`config.mk`:
```
export PLATFORM = sky130hd
export DESIGN_NAME = window_lift_ctrl
export DESIGN_NICKNAME = d
export VERILOG_FILES = /design/src/shared/window_lift_pkg.sv /design/src/verilog/sync_bits.sv /design/src/verilog/window_lift_ctrl.sv
export VERILOG_INCLUDE_DIRS = /design/src /design/src/shared
export SDC_FILE = /design/constraint.sdc
export NUM_CORES = 1
export LEC_CHECK = 0
export ABC_AREA = 1
export BUFFER_PORTS_ARGS = -buffer_cell sky130_fd_sc_hd__buf_2
export CELL_PAD_IN_SITES_DETAIL_PLACEMENT = 1
export CELL_PAD_IN_SITES_GLOBAL_PLACEMENT = 2
export CORE_MARGIN = 8
export CORE_UTILIZATION = 35
export CTS_BUF_LIST = sky130_fd_sc_hd__clkbuf_4 sky130_fd_sc_hd__clkbuf_8 sky130_fd_sc_hd__clkbuf_16
export DETAILED_ROUTE_END_ITERATION = 10
export PLACE_DENSITY_LB_ADDON = 0.15
export SLEW_MARGIN = 10
export SYNTH_ARGS = -nofsm -noshare
export SYNTH_HDL_FRONTEND = slang
export SYNTH_SLANG_ARGS = --single-unit
```
`constraint.sdc`:
```
create_clock -name sys_clk -period 7.29 [get_ports sys_clk]
set_input_delay 0.729 -clock sys_clk [delete_from_list [all_inputs] [get_ports sys_clk]]
set_output_delay 0.729 -clock sys_clk [all_outputs]
set_load 0.01 [all_outputs]
```
`src/shared/window_lift_consts.svh`:
```
// constants for the safety window lift controller
`ifndef WINDOW_LIFT_CONSTS_SVH
`define WINDOW_LIFT_CONSTS_SVH

`define WL_POS_W          14
`define WL_CLK_PERIOD_NS  8
`define WL_TICK_PERIOD_NS 1000000
`define WL_TICK_CYCLES    (`WL_TICK_PERIOD_NS / `WL_CLK_PERIOD_NS)

// times in 1 ms ticks
`define WL_LOCKOUT_MS     13'h1388
`define WL_CAL_HOLD_MS    8'hC8
`define WL_IGN_GAP_MS     13'h07D0
`define WL_DOWN_WIN_MS    13'h1388
`define WL_THERM_DELAY_MS 15'h7530
`define WL_RUN_LIMIT_MS   16'h3A98

`define WL_DOWN_PRESSES   2'h3
`define WL_REV_LIMIT      4'hF
`define WL_JAM_FORCE_N    8'h64
`define WL_LOW_VOLT_MV    16'h1D4C

// travel zones and reversal distances in mm below the top
`define WL_ZONE_TOP_MM    9'h004
`define WL_ZONE_NEAR_MM   9'h0FA
`define WL_ZONE_FAR_MM    9'h12C
`define WL_REV_LONG_MM    9'h032
`define WL_REV_HELD_MM    9'h019

`define WL_COOL_SHIFT     8

`endif

```
`src/shared/window_lift_pkg.sv`:
```
// types for the safety window lift controller
`include "window_lift_consts.svh"

package window_lift_pkg;

  typedef struct packed {
    logic autoUp;
    logic manUp;
    logic manDown;
    logic hallPulse;
    logic hallDown;
    logic ignitionOnState;
    logic driverDoorOpen;
    logic lowVoltage;
    logic sleepReq;
    logic supplyLost;
    logic faultDet;
  } pinIn_t;

  typedef struct packed {
    logic up;
    logic down;
  } motorCmd_t;

  typedef struct packed {
    logic                  calibrated;
    logic [`WL_POS_W-1:0]  position;
  } calRec_t;

  typedef enum logic [2:0] {ST_IDLE, ST_MAN_UP, ST_MAN_DOWN, ST_AUTO_UP, ST_REVERSE} motion_t;

  typedef enum logic [1:0] {DS_IDLE, DS_ARMED, DS_IGN_OFF, DS_COUNT} decal_t;

endpackage

```
`src/verilog/sync_bits.sv`:
```
// two-stage synchroniser for a group of asynchronous pins
`timescale 1ns/10ps

module sync_bits #(
  parameter int W = 1
) (
  input  wire logic         sys_clk,
  input  wire logic         sys_rst,
  input  wire logic [W-1:0] d,
  output logic      [W-1:0] q
);

  logic [W-1:0] meta_r;

  initial begin
    if (W < 1) $error("sync_bits: W must be at least 1");
  end

  // first stage feeds only the second stage
  always_ff @(posedge sys_clk) begin
    if (sys_rst) begin
      meta_r <= '0;
      q      <= '0;
    end else begin
      meta_r <= d;
      q      <= meta_r;
    end
  end

endmodule // sync_bits

```
`src/verilog/window_lift_ctrl.sv`:
```
// safety window lift controller: motion, anti-pinch, calibration, thermal model
// Notes on behaviour
// - auto-up runs with anti-pinch safety active on every door window
// - obstruction force of 100 N during auto-up is a jam and reverses up to 300 mm below top
// - released-switch jam 4 to 250 mm below top drives down to 300 mm
// - jam 250 to 300 mm below top reverses 50 mm, limited by the bottom position
// - jam more than 300 mm below top stops at the jam point
// - jam while auto-up is still held reverses 25 mm
// - 5 s after held reversal auto-up gives plain manual-up without safety
// - held jam after the lockout again reverses 25 mm
// - no jam handling within the top 4 mm of travel
// - uncalibrated after reset or a detected error until taught at closed stop
// - auto held 0.2 s against the closed stop makes the motor calibrated
// - calibration stored to flash on sleep or low supply after switch input
// - calibration recalled from flash on ignition on and after reset
// - uncalibrated disables auto-up and anti-pinch
// - 15 consecutive jam reversals de-calibrate
// - power loss while the motor runs de-calibrates
// - door, bottom, ignition cycle within 2 s, three down presses in 5 s de-calibrate
// - hall count is 0 closed, rises going down, falls going up
// - squared current integral over limit stops motor for 30 s by default
// - thermal stop waits until the running movement ends
// - any motor run is cut after a programmable limit, 15 s by default
`timescale 1ns/10ps
`include "window_lift_consts.svh"

module window_lift_ctrl
  import window_lift_pkg::*;
#(
  parameter int TICK_CYCLES    = `WL_TICK_CYCLES,
  parameter int THERM_DELAY_MS = `WL_THERM_DELAY_MS
) (
  input  wire logic                 sys_clk,
  input  wire logic                 sys_rst,
  input  wire pinIn_t               pins,
  input  wire logic [7:0]           forceN,
  input  wire logic [7:0]           motorCurrent,
  input  wire logic [3:0]           countsPerMm,
  input  wire logic [`WL_POS_W-1:0] bottomPos,
  input  wire logic [31:0]          thermalLimit,
  input  wire logic [15:0]          runLimitMs,
  input  wire logic                 flashPageValid,
  input  wire logic                 flashRdValid,
  input  wire calRec_t              flashRdData,
  output motorCmd_t                 motor,
  output logic [`WL_POS_W-1:0]      position,
  output logic                      calibrated,
  output logic                      safetyActive,
  output logic                      autoLockout,
  output logic                      thermalShutdown,
  output logic                      flashWrReq,
  output calRec_t                   flashWrData,
  output logic                      flashRdReq
);

  localparam int PW = `WL_POS_W;

  initial begin
    if (TICK_CYCLES < 2 || TICK_CYCLES > 131071) $error("window_lift_ctrl: TICK_CYCLES out of range");
    if (THERM_DELAY_MS < 1 || THERM_DELAY_MS > 32767) $error("window_lift_ctrl: THERM_DELAY_MS out of range");
  end

  pinIn_t        sw;
  pinIn_t        swPrev_r;
  motion_t       st_r, stNxt;
  decal_t        ds_r, dsNxt;
  logic [16:0]   tickCnt_r;
  logic          tick;
  logic [PW-1:0] pos_r, tgt_r, tgtNxt;
  logic          cal_r, bootDone_r, validSw_r, holdOff_r;
  logic [3:0]    revCnt_r;
  logic [12:0]   lockMs_r, seqMs_r;
  logic [7:0]    stallMs_r;
  logic [15:0]   runMs_r;
  logic [14:0]   thermMs_r;
  logic [31:0]   heat_r;
  logic [1:0]    downCnt_r;
  logic          revHit, lockStart, topReached;

  sync_bits #(.W($bits(pinIn_t))) u_sync (
    .sys_clk (sys_clk),
    .sys_rst (sys_rst),
    .d       (pins),
    .q       (sw)
  );

  // distances as hall counts
  function automatic logic [PW-1:0] mmCnt(input logic [8:0] mm, input logic [3:0] cpm);
    logic [12:0] p;
    p     = 13'(mm) * 13'(cpm);
    mmCnt = PW'(p);
  endfunction

  function automatic logic [PW-1:0] downBy(input logic [PW-1:0] p, input logic [PW-1:0] d,
                                           input logic [PW-1:0] bot);
    logic [PW:0] s;
    s      = {1'b0, p} + {1'b0, d};
    downBy = (s > {1'b0, bot}) ? bot : s[PW-1:0];
  endfunction

  wire [PW-1:0] zTop    = mmCnt(`WL_ZONE_TOP_MM, countsPerMm);
  wire [PW-1:0] zNear   = mmCnt(`WL_ZONE_NEAR_MM, countsPerMm);
  wire [PW-1:0] zFar    = mmCnt(`WL_ZONE_FAR_MM, countsPerMm);
  wire [PW-1:0] dLong   = mmCnt(`WL_REV_LONG_MM, countsPerMm);
  wire [PW-1:0] dHeld   = mmCnt(`WL_REV_HELD_MM, countsPerMm);

  wire hallEdge  = sw.hallPulse & ~swPrev_r.hallPulse;
  wire autoRise  = sw.autoUp & ~swPrev_r.autoUp;
  wire anyRise   = |({sw.autoUp, sw.manUp, sw.manDown} & ~{swPrev_r.autoUp, swPrev_r.manUp, swPrev_r.manDown});
  wire downFall  = ~sw.manDown & swPrev_r.manDown;
  wire ignRise   = sw.ignitionOnState & ~swPrev_r.ignitionOnState;
  wire moving    = (st_r != ST_IDLE);
  wire upDrive   = (st_r == ST_MAN_UP) | (st_r == ST_AUTO_UP);
  wire atBottom  = (pos_r >= bottomPos);
  wire autoOk    = cal_r & (lockMs_r == 13'h0000);
  wire jam       = (st_r == ST_AUTO_UP) & cal_r & (forceN >= `WL_JAM_FORCE_N)
                   & (pos_r >= zTop);
  wire calDone   = (st_r == ST_MAN_UP) & sw.autoUp & (stallMs_r >= `WL_CAL_HOLD_MS);
  wire runOver   = moving & (runMs_r >= runLimitMs);
  wire pwrLost   = sw.supplyLost & moving;
  wire overHeat  = heat_r > thermalLimit;
  wire decalArm  = sw.driverDoorOpen & sw.ignitionOnState & atBottom;
  wire decalSeq  = (ds_r == DS_COUNT) & downFall & (downCnt_r == `WL_DOWN_PRESSES - 2'h1);
  wire decalRev  = revHit & (revCnt_r == `WL_REV_LIMIT - 4'h1);
  wire decalNow  = decalSeq | decalRev | pwrLost | sw.faultDet;
  wire storeEv   = ((sw.sleepReq & ~swPrev_r.sleepReq) | (sw.lowVoltage & ~swPrev_r.lowVoltage))
                   & validSw_r & flashPageValid;
  wire [31:0] sq = {16'h0000, 16'(motorCurrent) * 16'(motorCurrent)};
  wire [31:0] heatNxt = heat_r - (heat_r >> `WL_COOL_SHIFT) + (moving ? sq : 32'h0000_0000);

  assign tick = (tickCnt_r == 17'(TICK_CYCLES - 1));

  // motion sequencing
  always_comb begin
    stNxt      = st_r;
    tgtNxt     = tgt_r;
    revHit     = 1'b0;
    lockStart  = 1'b0;
    topReached = 1'b0;
    case (st_r)
      ST_IDLE: begin
        // thermal stop only blocks new movements; a held switch after a cut stays off
        if (!overHeat && thermMs_r == 15'h0000 && !holdOff_r) begin
          if (autoRise && autoOk)
            stNxt = ST_AUTO_UP;
          else if (sw.manUp || sw.autoUp)
            stNxt = ST_MAN_UP;
          else if (sw.manDown && !atBottom)
            stNxt = ST_MAN_DOWN;
        end
      end
      ST_MAN_UP: begin
        if (!(sw.manUp || sw.autoUp) || calDone)
          stNxt = ST_IDLE;
      end
      ST_MAN_DOWN: begin
        if (!sw.manDown || atBottom)
          stNxt = ST_IDLE;
      end
      ST_AUTO_UP: begin
        if (jam) begin
          if (sw.autoUp) begin
            stNxt     = ST_REVERSE;
            tgtNxt    = downBy(pos_r, dHeld, bottomPos);
            revHit    = 1'b1;
            lockStart = 1'b1;
          end else if (pos_r <= zNear) begin
            stNxt  = ST_REVERSE;
            tgtNxt = (zFar > bottomPos) ? bottomPos : zFar;
            revHit = 1'b1;
          end else if (pos_r <= zFar) begin
            stNxt  = ST_REVERSE;
            tgtNxt = downBy(pos_r, dLong, bottomPos);
            revHit = 1'b1;
          end else begin
            stNxt  = ST_IDLE;
          end
        end else if (pos_r == '0) begin
          stNxt      = ST_IDLE;
          topReached = 1'b1;
        end else if (sw.manDown) begin
          stNxt = ST_IDLE;
        end
      end
      ST_REVERSE: begin
        if (pos_r >= tgt_r)
          stNxt = ST_IDLE;
      end
      default: stNxt = ST_IDLE;
    endcase
    if (runOver || pwrLost || decalNow)
      stNxt = ST_IDLE;
  end

  // de-calibration key sequence
  always_comb begin
    dsNxt = ds_r;
    case (ds_r)
      DS_IDLE:    if (decalArm) dsNxt = DS_ARMED;
      DS_ARMED: begin
        if (!sw.ignitionOnState)
          dsNxt = DS_IGN_OFF;
        else if (!decalArm)
          dsNxt = DS_IDLE;
      end
      DS_IGN_OFF: begin
        if (sw.ignitionOnState)
          dsNxt = DS_COUNT;
        else if (seqMs_r >= `WL_IGN_GAP_MS)
          dsNxt = DS_IDLE;
      end
      DS_COUNT: begin
        if (decalSeq || seqMs_r >= `WL_DOWN_WIN_MS || !sw.ignitionOnState)
          dsNxt = DS_IDLE;
      end
      default: dsNxt = DS_IDLE;
    endcase
  end

  always_ff @(posedge sys_clk) begin
    if (sys_rst) begin
      tickCnt_r <= 17'h00000;
      swPrev_r  <= '0;
      st_r      <= ST_IDLE;
      ds_r      <= DS_IDLE;
      tgt_r     <= '0;
    end else begin
      tickCnt_r <= tick ? 17'h00000 : tickCnt_r + 17'h00001;
      swPrev_r  <= sw;
      st_r      <= stNxt;
      ds_r      <= dsNxt;
      tgt_r     <= tgtNxt;
    end
  end

  // position count and calibration state
  always_ff @(posedge sys_clk) begin
    if (sys_rst) begin
      pos_r <= '0;
      cal_r <= 1'b0;
    end else begin
      if (flashRdValid) begin
        pos_r <= flashRdData.position;
        cal_r <= flashRdData.calibrated;
      end else begin
        if (calDone)
          pos_r <= '0;
        else if (hallEdge && sw.hallDown)
          pos_r <= pos_r + PW'(1);
        else if (hallEdge && pos_r != '0)
          pos_r <= pos_r - PW'(1);
        // teaching wins over a clear in the same cycle
        if (calDone)
          cal_r <= 1'b1;
        else if (decalNow)
          cal_r <= 1'b0;
      end
    end
  end

  // millisecond timers
  always_ff @(posedge sys_clk) begin
    if (sys_rst) begin
      lockMs_r  <= 13'h0000;
      stallMs_r <= 8'h00;
      runMs_r   <= 16'h0000;
      seqMs_r   <= 13'h0000;
      downCnt_r <= 2'h0;
      revCnt_r  <= 4'h0;
      holdOff_r <= 1'b0;
    end else begin
      // without this a held switch would restart the motor right after the cut
      if (runOver || calDone)
        holdOff_r <= 1'b1;
      else if (!(sw.autoUp || sw.manUp || sw.manDown))
        holdOff_r <= 1'b0;
      if (lockStart)
        lockMs_r <= `WL_LOCKOUT_MS;
      else if (tick && lockMs_r != 13'h0000)
        lockMs_r <= lockMs_r - 13'h0001;
      if (!upDrive || hallEdge)
        stallMs_r <= 8'h00;
      else if (tick && stallMs_r != 8'hFF)
        stallMs_r <= stallMs_r + 8'h01;
      if (!moving || stNxt != st_r)
        runMs_r <= 16'h0000;
      else if (tick && runMs_r != 16'hFFFF)
        runMs_r <= runMs_r + 16'h0001;
      if (dsNxt != ds_r)
        seqMs_r <= 13'h0000;
      else if (tick && seqMs_r != 13'h1FFF)
        seqMs_r <= seqMs_r + 13'h0001;
      if (ds_r != DS_COUNT)
        downCnt_r <= 2'h0;
      else if (downFall)
        downCnt_r <= downCnt_r + 2'h1;
      // only a clean run to the top or the de-calibrating reversal ends a streak of reversals
      if (decalRev || topReached)
        revCnt_r <= 4'h0;
      else if (revHit)
        revCnt_r <= revCnt_r + 4'h1;
    end
  end

  // thermal model, leaky integral of squared current
  always_ff @(posedge sys_clk) begin
    if (sys_rst) begin
      heat_r    <= 32'h0000_0000;
      thermMs_r <= 15'h0000;
    end else begin
      if (tick)
        heat_r <= heatNxt;
      if (overHeat && !moving && thermMs_r == 15'h0000)
        thermMs_r <= 15'(THERM_DELAY_MS);
      else if (tick && thermMs_r != 15'h0000)
        thermMs_r <= thermMs_r - 15'h0001;
    end
  end

  // flash store and recall
  always_ff @(posedge sys_clk) begin
    if (sys_rst) begin
      bootDone_r  <= 1'b0;
      validSw_r   <= 1'b0;
      flashWrReq  <= 1'b0;
      flashWrData <= '0;
      flashRdReq  <= 1'b0;
    end else begin
      bootDone_r <= 1'b1;
      flashRdReq <= ~bootDone_r | ignRise;
      flashWrReq <= storeEv;
      if (storeEv)
        flashWrData <= '{calibrated: cal_r, position: pos_r};
      // a new press in the store cycle keeps the flag set
      if (anyRise)
        validSw_r <= 1'b1;
      else if (storeEv)
        validSw_r <= 1'b0;
    end
  end

  // registered outputs
  always_ff @(posedge sys_clk) begin
    if (sys_rst) begin
      motor           <= '0;
      safetyActive    <= 1'b0;
      autoLockout     <= 1'b0;
      thermalShutdown <= 1'b0;
    end else begin
      motor.up        <= (stNxt == ST_MAN_UP) | (stNxt == ST_AUTO_UP);
      motor.down      <= (stNxt == ST_MAN_DOWN) | (stNxt == ST_REVERSE);
      safetyActive    <= (stNxt == ST_AUTO_UP) & cal_r;
      autoLockout     <= lockStart | (lockMs_r > 13'h0001);
      thermalShutdown <= (thermMs_r != 15'h0000);
    end
  end

  assign position   = pos_r;
  assign calibrated = cal_r;

endmodule // window_lift_ctrl

```
==> impl_metrics.json, run 1 <==
{
  "slew_headroom_pct": 18.1,
  "cp_top_family": "adder cells",
  "gr-total-overflow": 0,
  "clockRootBuffer": "clkbuf_16",
  "drc": 0,
  "dpl_cell_area_sq_um": 21600,
  "critical_path_required_ns": 7.76,
  "fin_crit_sh_pct": 92.1,
  "met1_usage_pct": 26.6,
  "worstHoldPathCells": 3,
  "fin_skew_ns": 0.0124,
  "syn_area_sq_um": 19700,
  "r2r_cells": 23,
  "cts_tree": "yes",
  "place_inst": 3784,
  "ys_ff_latch": 208,
  "busiest_layer": "met2",
  "antenna_found_initial": 2,
  "critPathBufInv": 9,
  "cp-end-kind": "flip-flop",
  "rsz0062_at_grt": "false",
  "num_vias": 19300,
  "min_path_type": "primary input to flip-flop",
  "maxCapViolations": 0,
  "syn_avg_cell_area_sq_um": 6.84,
  "netlist_top_cells_area": "dfxtp_1 (21%), ha_1 (18%), inv_1 (11%), nand2_1 (10%), a21oi_1 (6.6%)",
  "ys_seq_area_share_pct": 21.1,
  "p_leak_nw": 11.7,
  "powerDensity_nw_per_um2": 213,
  "final_area_sq_um": 22400,
  "finish.utilization_pct": 40.0,
  "cpMostUsedCell": "inv_1",
  "synth_ff_type": "dfxtp_1",
  "path_class": "primary input to flip-flop",
  "cp_max_fo": 4,
  "cts_hold_buffers": 0,
  "cp.depth": 35,
  "layout-area-overhead-vs-synth_pct": 13.7,
  "critPathMaxStageDelay_ns": 0.54,
  "synth_nets": 3338,
  "cts_buffer_depth": 3,
  "netlist_instances": 2883,
  "outcome": "complete, no violations",
  "first_pass_iters": 5,
  "synth_cell_types": 52,
  "ant_nets": 0,
  "wl_per_cell_um": 17.3,
  "clk_latency_ns": 0.54,
  "cts_resized": 0,
  "core_sq_um": 56100,
  "regArea_sq_um": 4160,
  "path_clk_slew_ns": 0.06,
  "fmax_mhz": 149,
  "synth_top_area_share_pct": 21.1,
  "gr-usage-met3_pct": 2.42,
  "final_cell_count_no_fill": 3829,
  "fp.dieH_um": 253,
  "slew_viol_final": 0,
  "wl_mm": 66.3,
  "power_mw": 4.78,
  "dpl.hpwl_mm": 54.1,
  "start_kind": "primary input",
  "peakVddDrop_mv": 0.159,
  "tightest_slew_ns": 1.22,
  "netlist_top_cells_count": "inv_1 (562), nand2_1 (527), ha_1 (287)",
  "gp_routability_congestion": 0.898,
  "synthArstFlopShare_pct": 0,
  "numPortBuffers": 146,
  "grt_pass1_vias": 20400,
  "yosys_warnings": 0,
  "nets": 3511,
  "layout_min_cycle_time_ns": 6.72,
  "vias_per_cell": 5.03,
  "io-pin-count": 149,
  "synth_area_leader_cell": "dfxtp_1",
  "post_cts_buffers": 0,
  "synth.most_common_cell": "inv_1",
  "fillers": 7206,
  "std_cell_rows": 87,
  "drt_iter0_drc": 864,
  "die-area_sq_um": 64200,
  "layout-drive-gt1-share_pct": 9.41,
  "hold_slack_ns": 0.395,
  "cts_num_sinks": 208,
  "htree_num_levels": 1,
  "start_util_pct": 35.2,
  "synth-edff-count": 0,
  "hold_viol": 0,
  "grt_use_total_pct": 20.6,
  "grt_pass1_wl_mm": 108,
  "grt_use_met2_pct": 36.1,
  "die_w_um": 253,
  "critPathSlowestCell": "fa_1",
  "grt_max_degree": 55,
  "multiInputGateArea_sq_um": 13200,
  "setup_viol": 0,
  "cp.arrival_ns": 7.18,
  "cts_buffers": 26
}
sequential cells by signal (all words and copies together), names as in the netlist, 4 cells and up:
name	cells
runMs_r	16
thermMs_r	15
revCnt_r	4
u_sync.q	11
seqMs_r	13
tickCnt_r	17
heat_r	32
swPrev_r	7
u_sync.meta_r	11
position	14
lockMs_r	13
tgt_r	14
stallMs_r	8
flashWrData	15
report_power, final:
part           total (mW)  switching [mW]  internal [mW]
Clock                1.29           0.514          0.777
Combinational        2.30            1.41          0.889
Sequential           1.19          0.0264           1.16
through the flow:
step	worst slack [ns]	setup TNS, ns
2_1_floorplan	0.521	0
3_3_place_gp	-0.109	-0.109
3_5_place_dp	-0.168	-0.315
4_1_cts	0.386	0
5_1_grt	0.0776	0
6_report	0.573	0
per-layer routing:
layer / vias up / share of wire (%)
met4: 0 / 2.8
met5: - / 0
met1: 9228 / 47
met2: 252 / 47
met3: 82 / 2.8
li1: 9711 / -
worst reg2reg max path, stage by stage, from the launching register on:
cell and delay, ns:
dfxtp_1 0.64, ha_1 0.30, ha_1 0.20, inv_1 0.07
fa_1 0.41, inv_1 0.09, a31oi_1 0.19, o21ai_0 0.35
nand2_1 0.09, a21oi_1 0.37, nand4_1 0.14, nand2_1 0.14
inv_1 0.08, ha_1 0.31, and3_1 0.17, nand2_1 0.06
nor2_1 0.09, nor2_1 0.06, nand2_1 0.05, nand2_1 0.48
o21ai_0 0.64, nand3_1 0.19, nand2_1 0.09, inv_1 0.04
layout make-up:
| cell class | count | share of cell area, % |
|---|---|---|
| flip-flops and latches | 208 | 18.6 |
| multi-input cells | 2055 | 58.9 |
| clock buffers | 37 | 3.49 |
| repair buffers | 198 | 5.01 |
| inverters | 567 | 9.49 |
| clock inverters | 7 | 0.307 |
| diodes | 1 | 0.0112 |
| well taps | 756 | 4.22 |
layout by cell type, fill, tap and decap left out, types with 22 or more instances in the layout:
master,Yosys,layout
nand2_1,527,527
nor2_1,248,248
o211ai_1,27,27
a21oi_1,262,262
a31oi_1,22,22
inv_1,562,562
buf_2,2,145
dfxtp_1,208,208
nand4_1,39,39
clkbuf_16,0,27
xnor2_1,27,27
nand3_1,123,123
ha_1,287,287
fa_1,56,56
xor2_1,75,75
buf_4,0,53
nor3_1,52,52
o21ai_0,156,153
cells by family after synthesis:
kind of cell	count (synthesis)	synth area share (%)
simple gates	1068	23.2
buf+inv	620	11.9
compound gates	540	15.3
fa+ha+maj	343	23.9
flops	208	21.1
xor+xnor	102	4.53
mux	2	0.101
path summary, 6_finish.rpt:
kind | from | end | slack (ns)
setup / recovery | motorCurrent[7] | heat_r[31] | 0.57
hold / removal | pins[9] | u_sync.meta_r[9] | 0.40
setup reg to reg | position[0] | tgt_r[2] | 1.95
hold reg to reg | u_sync.meta_r[6] | u_sync.q[6] | 0.40
(Power assumes the default switching activity.)
==> inputs of run 2 (changes only) <==
- BUFFER_PORTS_ARGS: -buffer_cell sky130_fd_sc_hd__buf_2 -> -buffer_cell sky130_fd_sc_hd__clkbuf_2
==> run 2 against run 1 <==
  * Register-to-register slack worse by 0.43 ns
  * Via count down 0.17%
  * Design area up 0.25%
  * Non-clock buffer count down 11
  * Count of clock-buffer cells in the layout down 8
  * Sequential power about the same
  * Critical endpoint is now heat_r[29]
==> impl_metrics.json, run 2 (synthesis results as in run 1) <==
{
  "critical_path_required_ns": 7.73,
  "clkPwrFrac_pct": 30.3,
  "wl_mm": 66.7,
  "vias_per_cell": 5.04,
  "dpl_cell_area_sq_um": 21500,
  "cts_buffers": 26,
  "powerDensity_nw_per_um2": 218,
  "post_cts_buffers": 0,
  "top_regs": "heat_r (32), tickCnt_r (17), runMs_r (16)",
  "grt_pass1_wl_mm": 109,
  "seqPwrFrac_pct": 24.1,
  "rsz0062_at_grt": "false",
  "cp-startpoint": "motorCurrent[2]",
  "critPathMaxStageDelay_ns": 0.54,
  "outcome": "complete, no violations",
  "path_class": "primary input to flip-flop",
  "cts_num_sinks": 208,
  "fin_crit_sh_pct": 92.3,
  "cts_buffer_depth": 3,
  "r2r-start": "position[5]",
  "largest_reg_flops": 32,
  "die-area_sq_um": 64200,
  "setup_ws_ns": 0.563,
  "die_w_um": 253,
  "fin_skew_ns": 0.0242,
  "p_sw_mw": 1.98,
  "power_mw": 4.91,
  "pre_cts_slack_ns": -0.138,
  "worst-r2r-setup-slack_ns": 1.52,
  "layout_common_cells": "inv_1 (562), nand2_1 (527), ha_1 (287)",
  "numPortBuffers": 146,
  "start_kind": "primary input",
  "fp.dieH_um": 253,
  "internal_power_mw": 2.93,
  "wl_per_cell_um": 17.5,
  "clockRootBuffer": "clkbuf_16",
  "layout-area-overhead-vs-synth_pct": 14.0,
  "cts_tree": "yes",
  "core_sq_um": 56100,
  "slew_headroom_pct": 28.5,
  "htree_num_levels": 1,
  "setup_viol": 0,
  "cpMostUsedCell": "nand2_1",
  "path_clk_slew_ns": 0.06,
  "power_frac_comb_pct": 45.6,
  "maxCapViolations": 0,
  "tightest_slew_ns": 1.06,
  "drc": 0,
  "dpl.hpwl_mm": 54.2,
  "mostFrequentLayoutCell": "inv_1",
  "grt_use_total_pct": 20.8,
  "io-pin-count": 149,
  "nets": 3500,
  "first_pass_iters": 5,
  "final_area_sq_um": 22500,
  "cp.arrival_ns": 7.17,
  "antenna_found_initial": 0,
  "num_vias": 19200,
  "critPathSlowestCell": "fa_1",
  "cp_max_fo": 4,
  "gp_routability_congestion": 0.907,
  "min_from": "pins[3]",
  "antenna_cells": 0,
  "p_sw_share_pct": 40.3,
  "ant_nets": 0,
  "cp-end-kind": "flip-flop",
  "std_cell_rows": 87,
  "hold_viol": 0,
  "drt_iter0_drc": 798,
  "gr-total-overflow": 0,
  "grt_max_degree": 58,
  "p_leak_nw": 11.7,
  "grt_pass1_vias": 20700,
  "peakVddDrop_mv": 0.155,
  "fmax_mhz": 149,
  "layout-drive-gt1-share_pct": 9.20,
  "layout_min_cycle_time_ns": 6.73,
  "start_util_pct": 35.2,
  "slew_viol_final": 0,
  "min_path_type": "primary input to flip-flop",
  "clk_latency_ns": 0.56,
  "max_flop_register": "heat_r"
}
-- run 2: cell count changes in the layout (fill, tap and decap cells not counted), sizes merged --
cell      before  now
clkbuf        37  174
clkinvlp       2    4
buf          198   42
clkinv         6   11
bufinv         1    7
inv          565  564
diode          1    0
-- run 2: worst paths after layout --
path | end | cells past startpoint
worst max register to register | tgt_r[5] | 22
worst min register to register | u_sync.q[6] | 2
worst max-delay path | heat_r[29] | 36
worst min-delay path | u_sync.meta_r[3] | 3
-- run 2: area by class of cell --
cell class | instances | area (sq um)
repair buffers | 187 | 1040
clock buffers | 29 | 692
multi-input cells | 2055 | 13200
fillers | 7251 | 33600
well taps | 756 | 946
flip-flops and latches | 208 | 4160
inverters | 567 | 2130
clock inverters | 19 | 299
-- run 2: routing by layer --
metal  vias up  track usage (%)  part of all wire (%)
met5         -                0                     0
li1       9675                -                     -
met2       233             37.1                    48
met3        66             2.07                   2.6
met1      9266             27.0                    47
met4         0             3.75                   1.7
-- run 2: power groups by stage --
stage	combinational, mW	sequential [mW]	clock (mW)
2_1_floorplan	1.53	1.21	0
3_3_place_gp	2.18	1.21	0
3_5_place_dp	2.24	1.21	0
4_1_cts	2.26	1.18	1.53
5_1_grt	2.57	1.19	1.58
6_report	2.24	1.18	1.49
-- run 2: critical path, delay by kind of cell --
family	cells	cell delay, ns
compound gates	7	1.22
fa+ha+maj	7	3.26
simple gates	14	1.49
buf+inv	8	0.47
-- run 2: repair_timing --
item                                   in CTS  in global routing
endpoints found under the hold margin       0                  0
setup endpoints to repair                   0                  1
hold buffers                                0                  0
resized for setup                           0                  1
-- run 2: through the flow --
stage	utilization, %	hold slack, ns	cells	TNS (ns)
after global routing	40.1	0.352	3821	0
after floorplan	-	0.388	2883	0
after global placement	38.4	0.393	3773	0
final	40.1	0.361	3821	0
after CTS	40.1	0.336	3821	0
after detailed placement	38.4	0.396	3773	-0.215
==> inputs of run 3 (changes only) <==
- CELL_PAD_IN_SITES_GLOBAL_PLACEMENT: 2 -> 1
- CORE_UTILIZATION: 35 -> 45
- PLACE_DENSITY_LB_ADDON: 0.15 -> 0.08
==> run 3 against run 2 <==
  * Sequential share of layout area increased by 0.44 points
  * Worst hold slack worse by 0.0047 ns
  * Global-route usage is 4.0 points higher
  * Critical path type unchanged
  * Largest power group unchanged
==> impl_metrics.json, run 3 (synthesis results as in run 1) <==
{
  "slew_headroom_pct": 10.7,
  "grt_use_total_pct": 24.7,
  "fillers": 5742,
  "std_cell_rows": 76,
  "dpl.hpwl_mm": 51.3,
  "place_inst": 3588,
  "cp-endpoint": "heat_r[29]",
  "multiInputGateArea_sq_um": 13200,
  "critical_path_required_ns": 7.72,
  "fin_skew_ns": 0.0284,
  "fmax_mhz": 148,
  "maxCapViolations": 0,
  "pre_cts_slack_ns": -0.142,
  "mostFrequentLayoutCell": "inv_1",
  "p_leak_nw": 11.5,
  "drt_iter0_drc": 827,
  "clockRootBuffer": "clkbuf_16",
  "htree_num_levels": 1,
  "slew_viol_final": 0,
  "clk_latency_ns": 0.56,
  "die-area_sq_um": 50800,
  "setup_ws_ns": 0.553,
  "post_cts_buffers": 0,
  "cp_max_fo": 6,
  "hold_slack_ns": 0.356,
  "cp-end-kind": "flip-flop",
  "r2r_end": "tgt_r[4]",
  "fin_crit_sh_pct": 92.4,
  "r2r_cells": 24,
  "max_flop_register": "heat_r",
  "powerDensity_nw_per_um2": 208,
  "cts_buffers": 24,
  "grt_pass1_vias": 20500,
  "top_regs": "heat_r (32), tickCnt_r (17), runMs_r (16)",
  "cts_buffer_depth": 3,
  "top_layer": "met4",
  "drc": 0,
  "routed-wl-met3_mm": 2.58,
  "layout_common_cells": "inv_1 (562), nand2_1 (527), ha_1 (287)",
  "critPathSlowestCell": "fa_1",
  "numPortBuffers": 146,
  "wl_per_cell_um": 17.4,
  "grt_pass1_wl_mm": 103,
  "path_class": "primary input to flip-flop",
  "tightest_slew_ns": 1.33,
  "io-pin-count": 149,
  "final_area_sq_um": 22000,
  "core_sq_um": 43200,
  "cts_num_sinks": 208,
  "wl_mm": 63.2,
  "cpMostUsedCell": "nand2_1",
  "num_vias": 19300,
  "critPathMaxStageDelay_ns": 0.55,
  "wl_met1_mm": 28.3,
  "peakVddDrop_mv": 0.149,
  "regArea_sq_um": 4160,
  "layout_min_cycle_time_ns": 6.74,
  "largest_reg_flops": 32,
  "r2r-start": "position[4]",
  "gp_routability_congestion": 0.950,
  "antenna_found_initial": 1,
  "cp-startpoint": "motorCurrent[2]",
  "layout-drive-gt1-share_pct": 8.63,
  "final_cell_count_no_fill": 3633,
  "path_clk_slew_ns": 0.06,
  "dpl_cell_area_sq_um": 21200,
  "ant_nets": 0,
  "worst-r2r-setup-slack_ns": 1.63,
  "first_pass_iters": 5,
  "fp.dieH_um": 225,
  "min_path_type": "primary input to flip-flop",
  "cts_tree": "yes",
  "nets": 3484,
  "outcome": "complete, no violations",
  "gr-total-overflow": 0,
  "grt_max_degree": 74,
  "layout-area-overhead-vs-synth_pct": 11.3,
  "setup_viol": 0,
  "start_util_pct": 45.7,
  "vias_per_cell": 5.32,
  "hold_viol": 0,
  "finish.utilization_pct": 50.9,
  "rsz0062_at_grt": "false",
  "die_w_um": 225,
  "cp.arrival_ns": 7.16,
  "start_kind": "primary input",
  "wl_met2_mm": 30.0
}
[run 3: cell count changes in the layout (fill, tap and decap cells not counted), sizes merged]
cell / change
buf: -14
clkinv: +2
inv: +1
clkinvlp: -2
diode: +1
bufinv: -7
clkbuf: +2
[run 3: timing repair]
| action | 4_1_cts | 5_1_grt |
|---|---|---|
| hold endpoints to repair | 0 | 0 |
| endpoints found under the setup margin | 0 | 2 |
| resized for setup | 0 | 2 |
| hold buffers | 0 | 0 |
[run 3: metal layers]
layer,vias up,GRT usage [%]
met1,9188,30.5
li1,9650,-
met2,359,43.6
met3,127,3.21
met5,-,0
met4,0,8.66
[run 3: worst min path at each step]
| stage | startpoint | endpoint | slack [ns] | depth (start not counted) |
|---|---|---|---|---|
| finish | pins[10] | u_sync.meta_r[10] | 0.36 | 3 |
| global route | pins[10] | u_sync.meta_r[10] | 0.35 | 3 |
| CTS | pins[10] | u_sync.meta_r[10] | 0.34 | 3 |
| detailed placement | u_sync.meta_r[8] | u_sync.q[8] | 0.40 | 2 |
| global placement | u_sync.meta_r[6] | u_sync.q[6] | 0.39 | 2 |
| floorplan | u_sync.meta_r[0] | u_sync.q[0] | 0.39 | 2 |
[run 3: worst max-delay path, delay by kind of cell]
| kind | cells | cell delay [ns] |
|---|---|---|
| AOI/OAI and AO/OA | 7 | 1.11 |
| adders and majority gates | 7 | 3.09 |
| buffers and inverters | 7 | 0.55 |
| and+or+nand+nor | 14 | 1.67 |
[run 3: stage by stage]
stage	power (mW)	TNS [ns]
floorplan	2.74	0
global placement	3.30	-0.0216
detailed placement	3.39	-0.229
CTS	4.61	0
global route	4.96	0
finish	4.58	0
[run 3: final cells by class]
cell class	count	area share, %
Antenna cell	1	0.0114
Clock buffer	31	3.09
Clock inverter	13	0.484
Inverter	567	9.69
Multi-Input combinational cell	2055	60.2
Sequential cell	208	19.0
Tap cell	585	3.33
Timing Repair Buffer	173	4.25
[run 3: power breakdown]
part | leakage (nW) | switching, mW | internal, mW | total [mW]
logic | 9.42 | 1.36 | 0.828 | 2.19
registers | 1.69 | 0.0377 | 1.16 | 1.20
clock network | 0.391 | 0.520 | 0.667 | 1.19
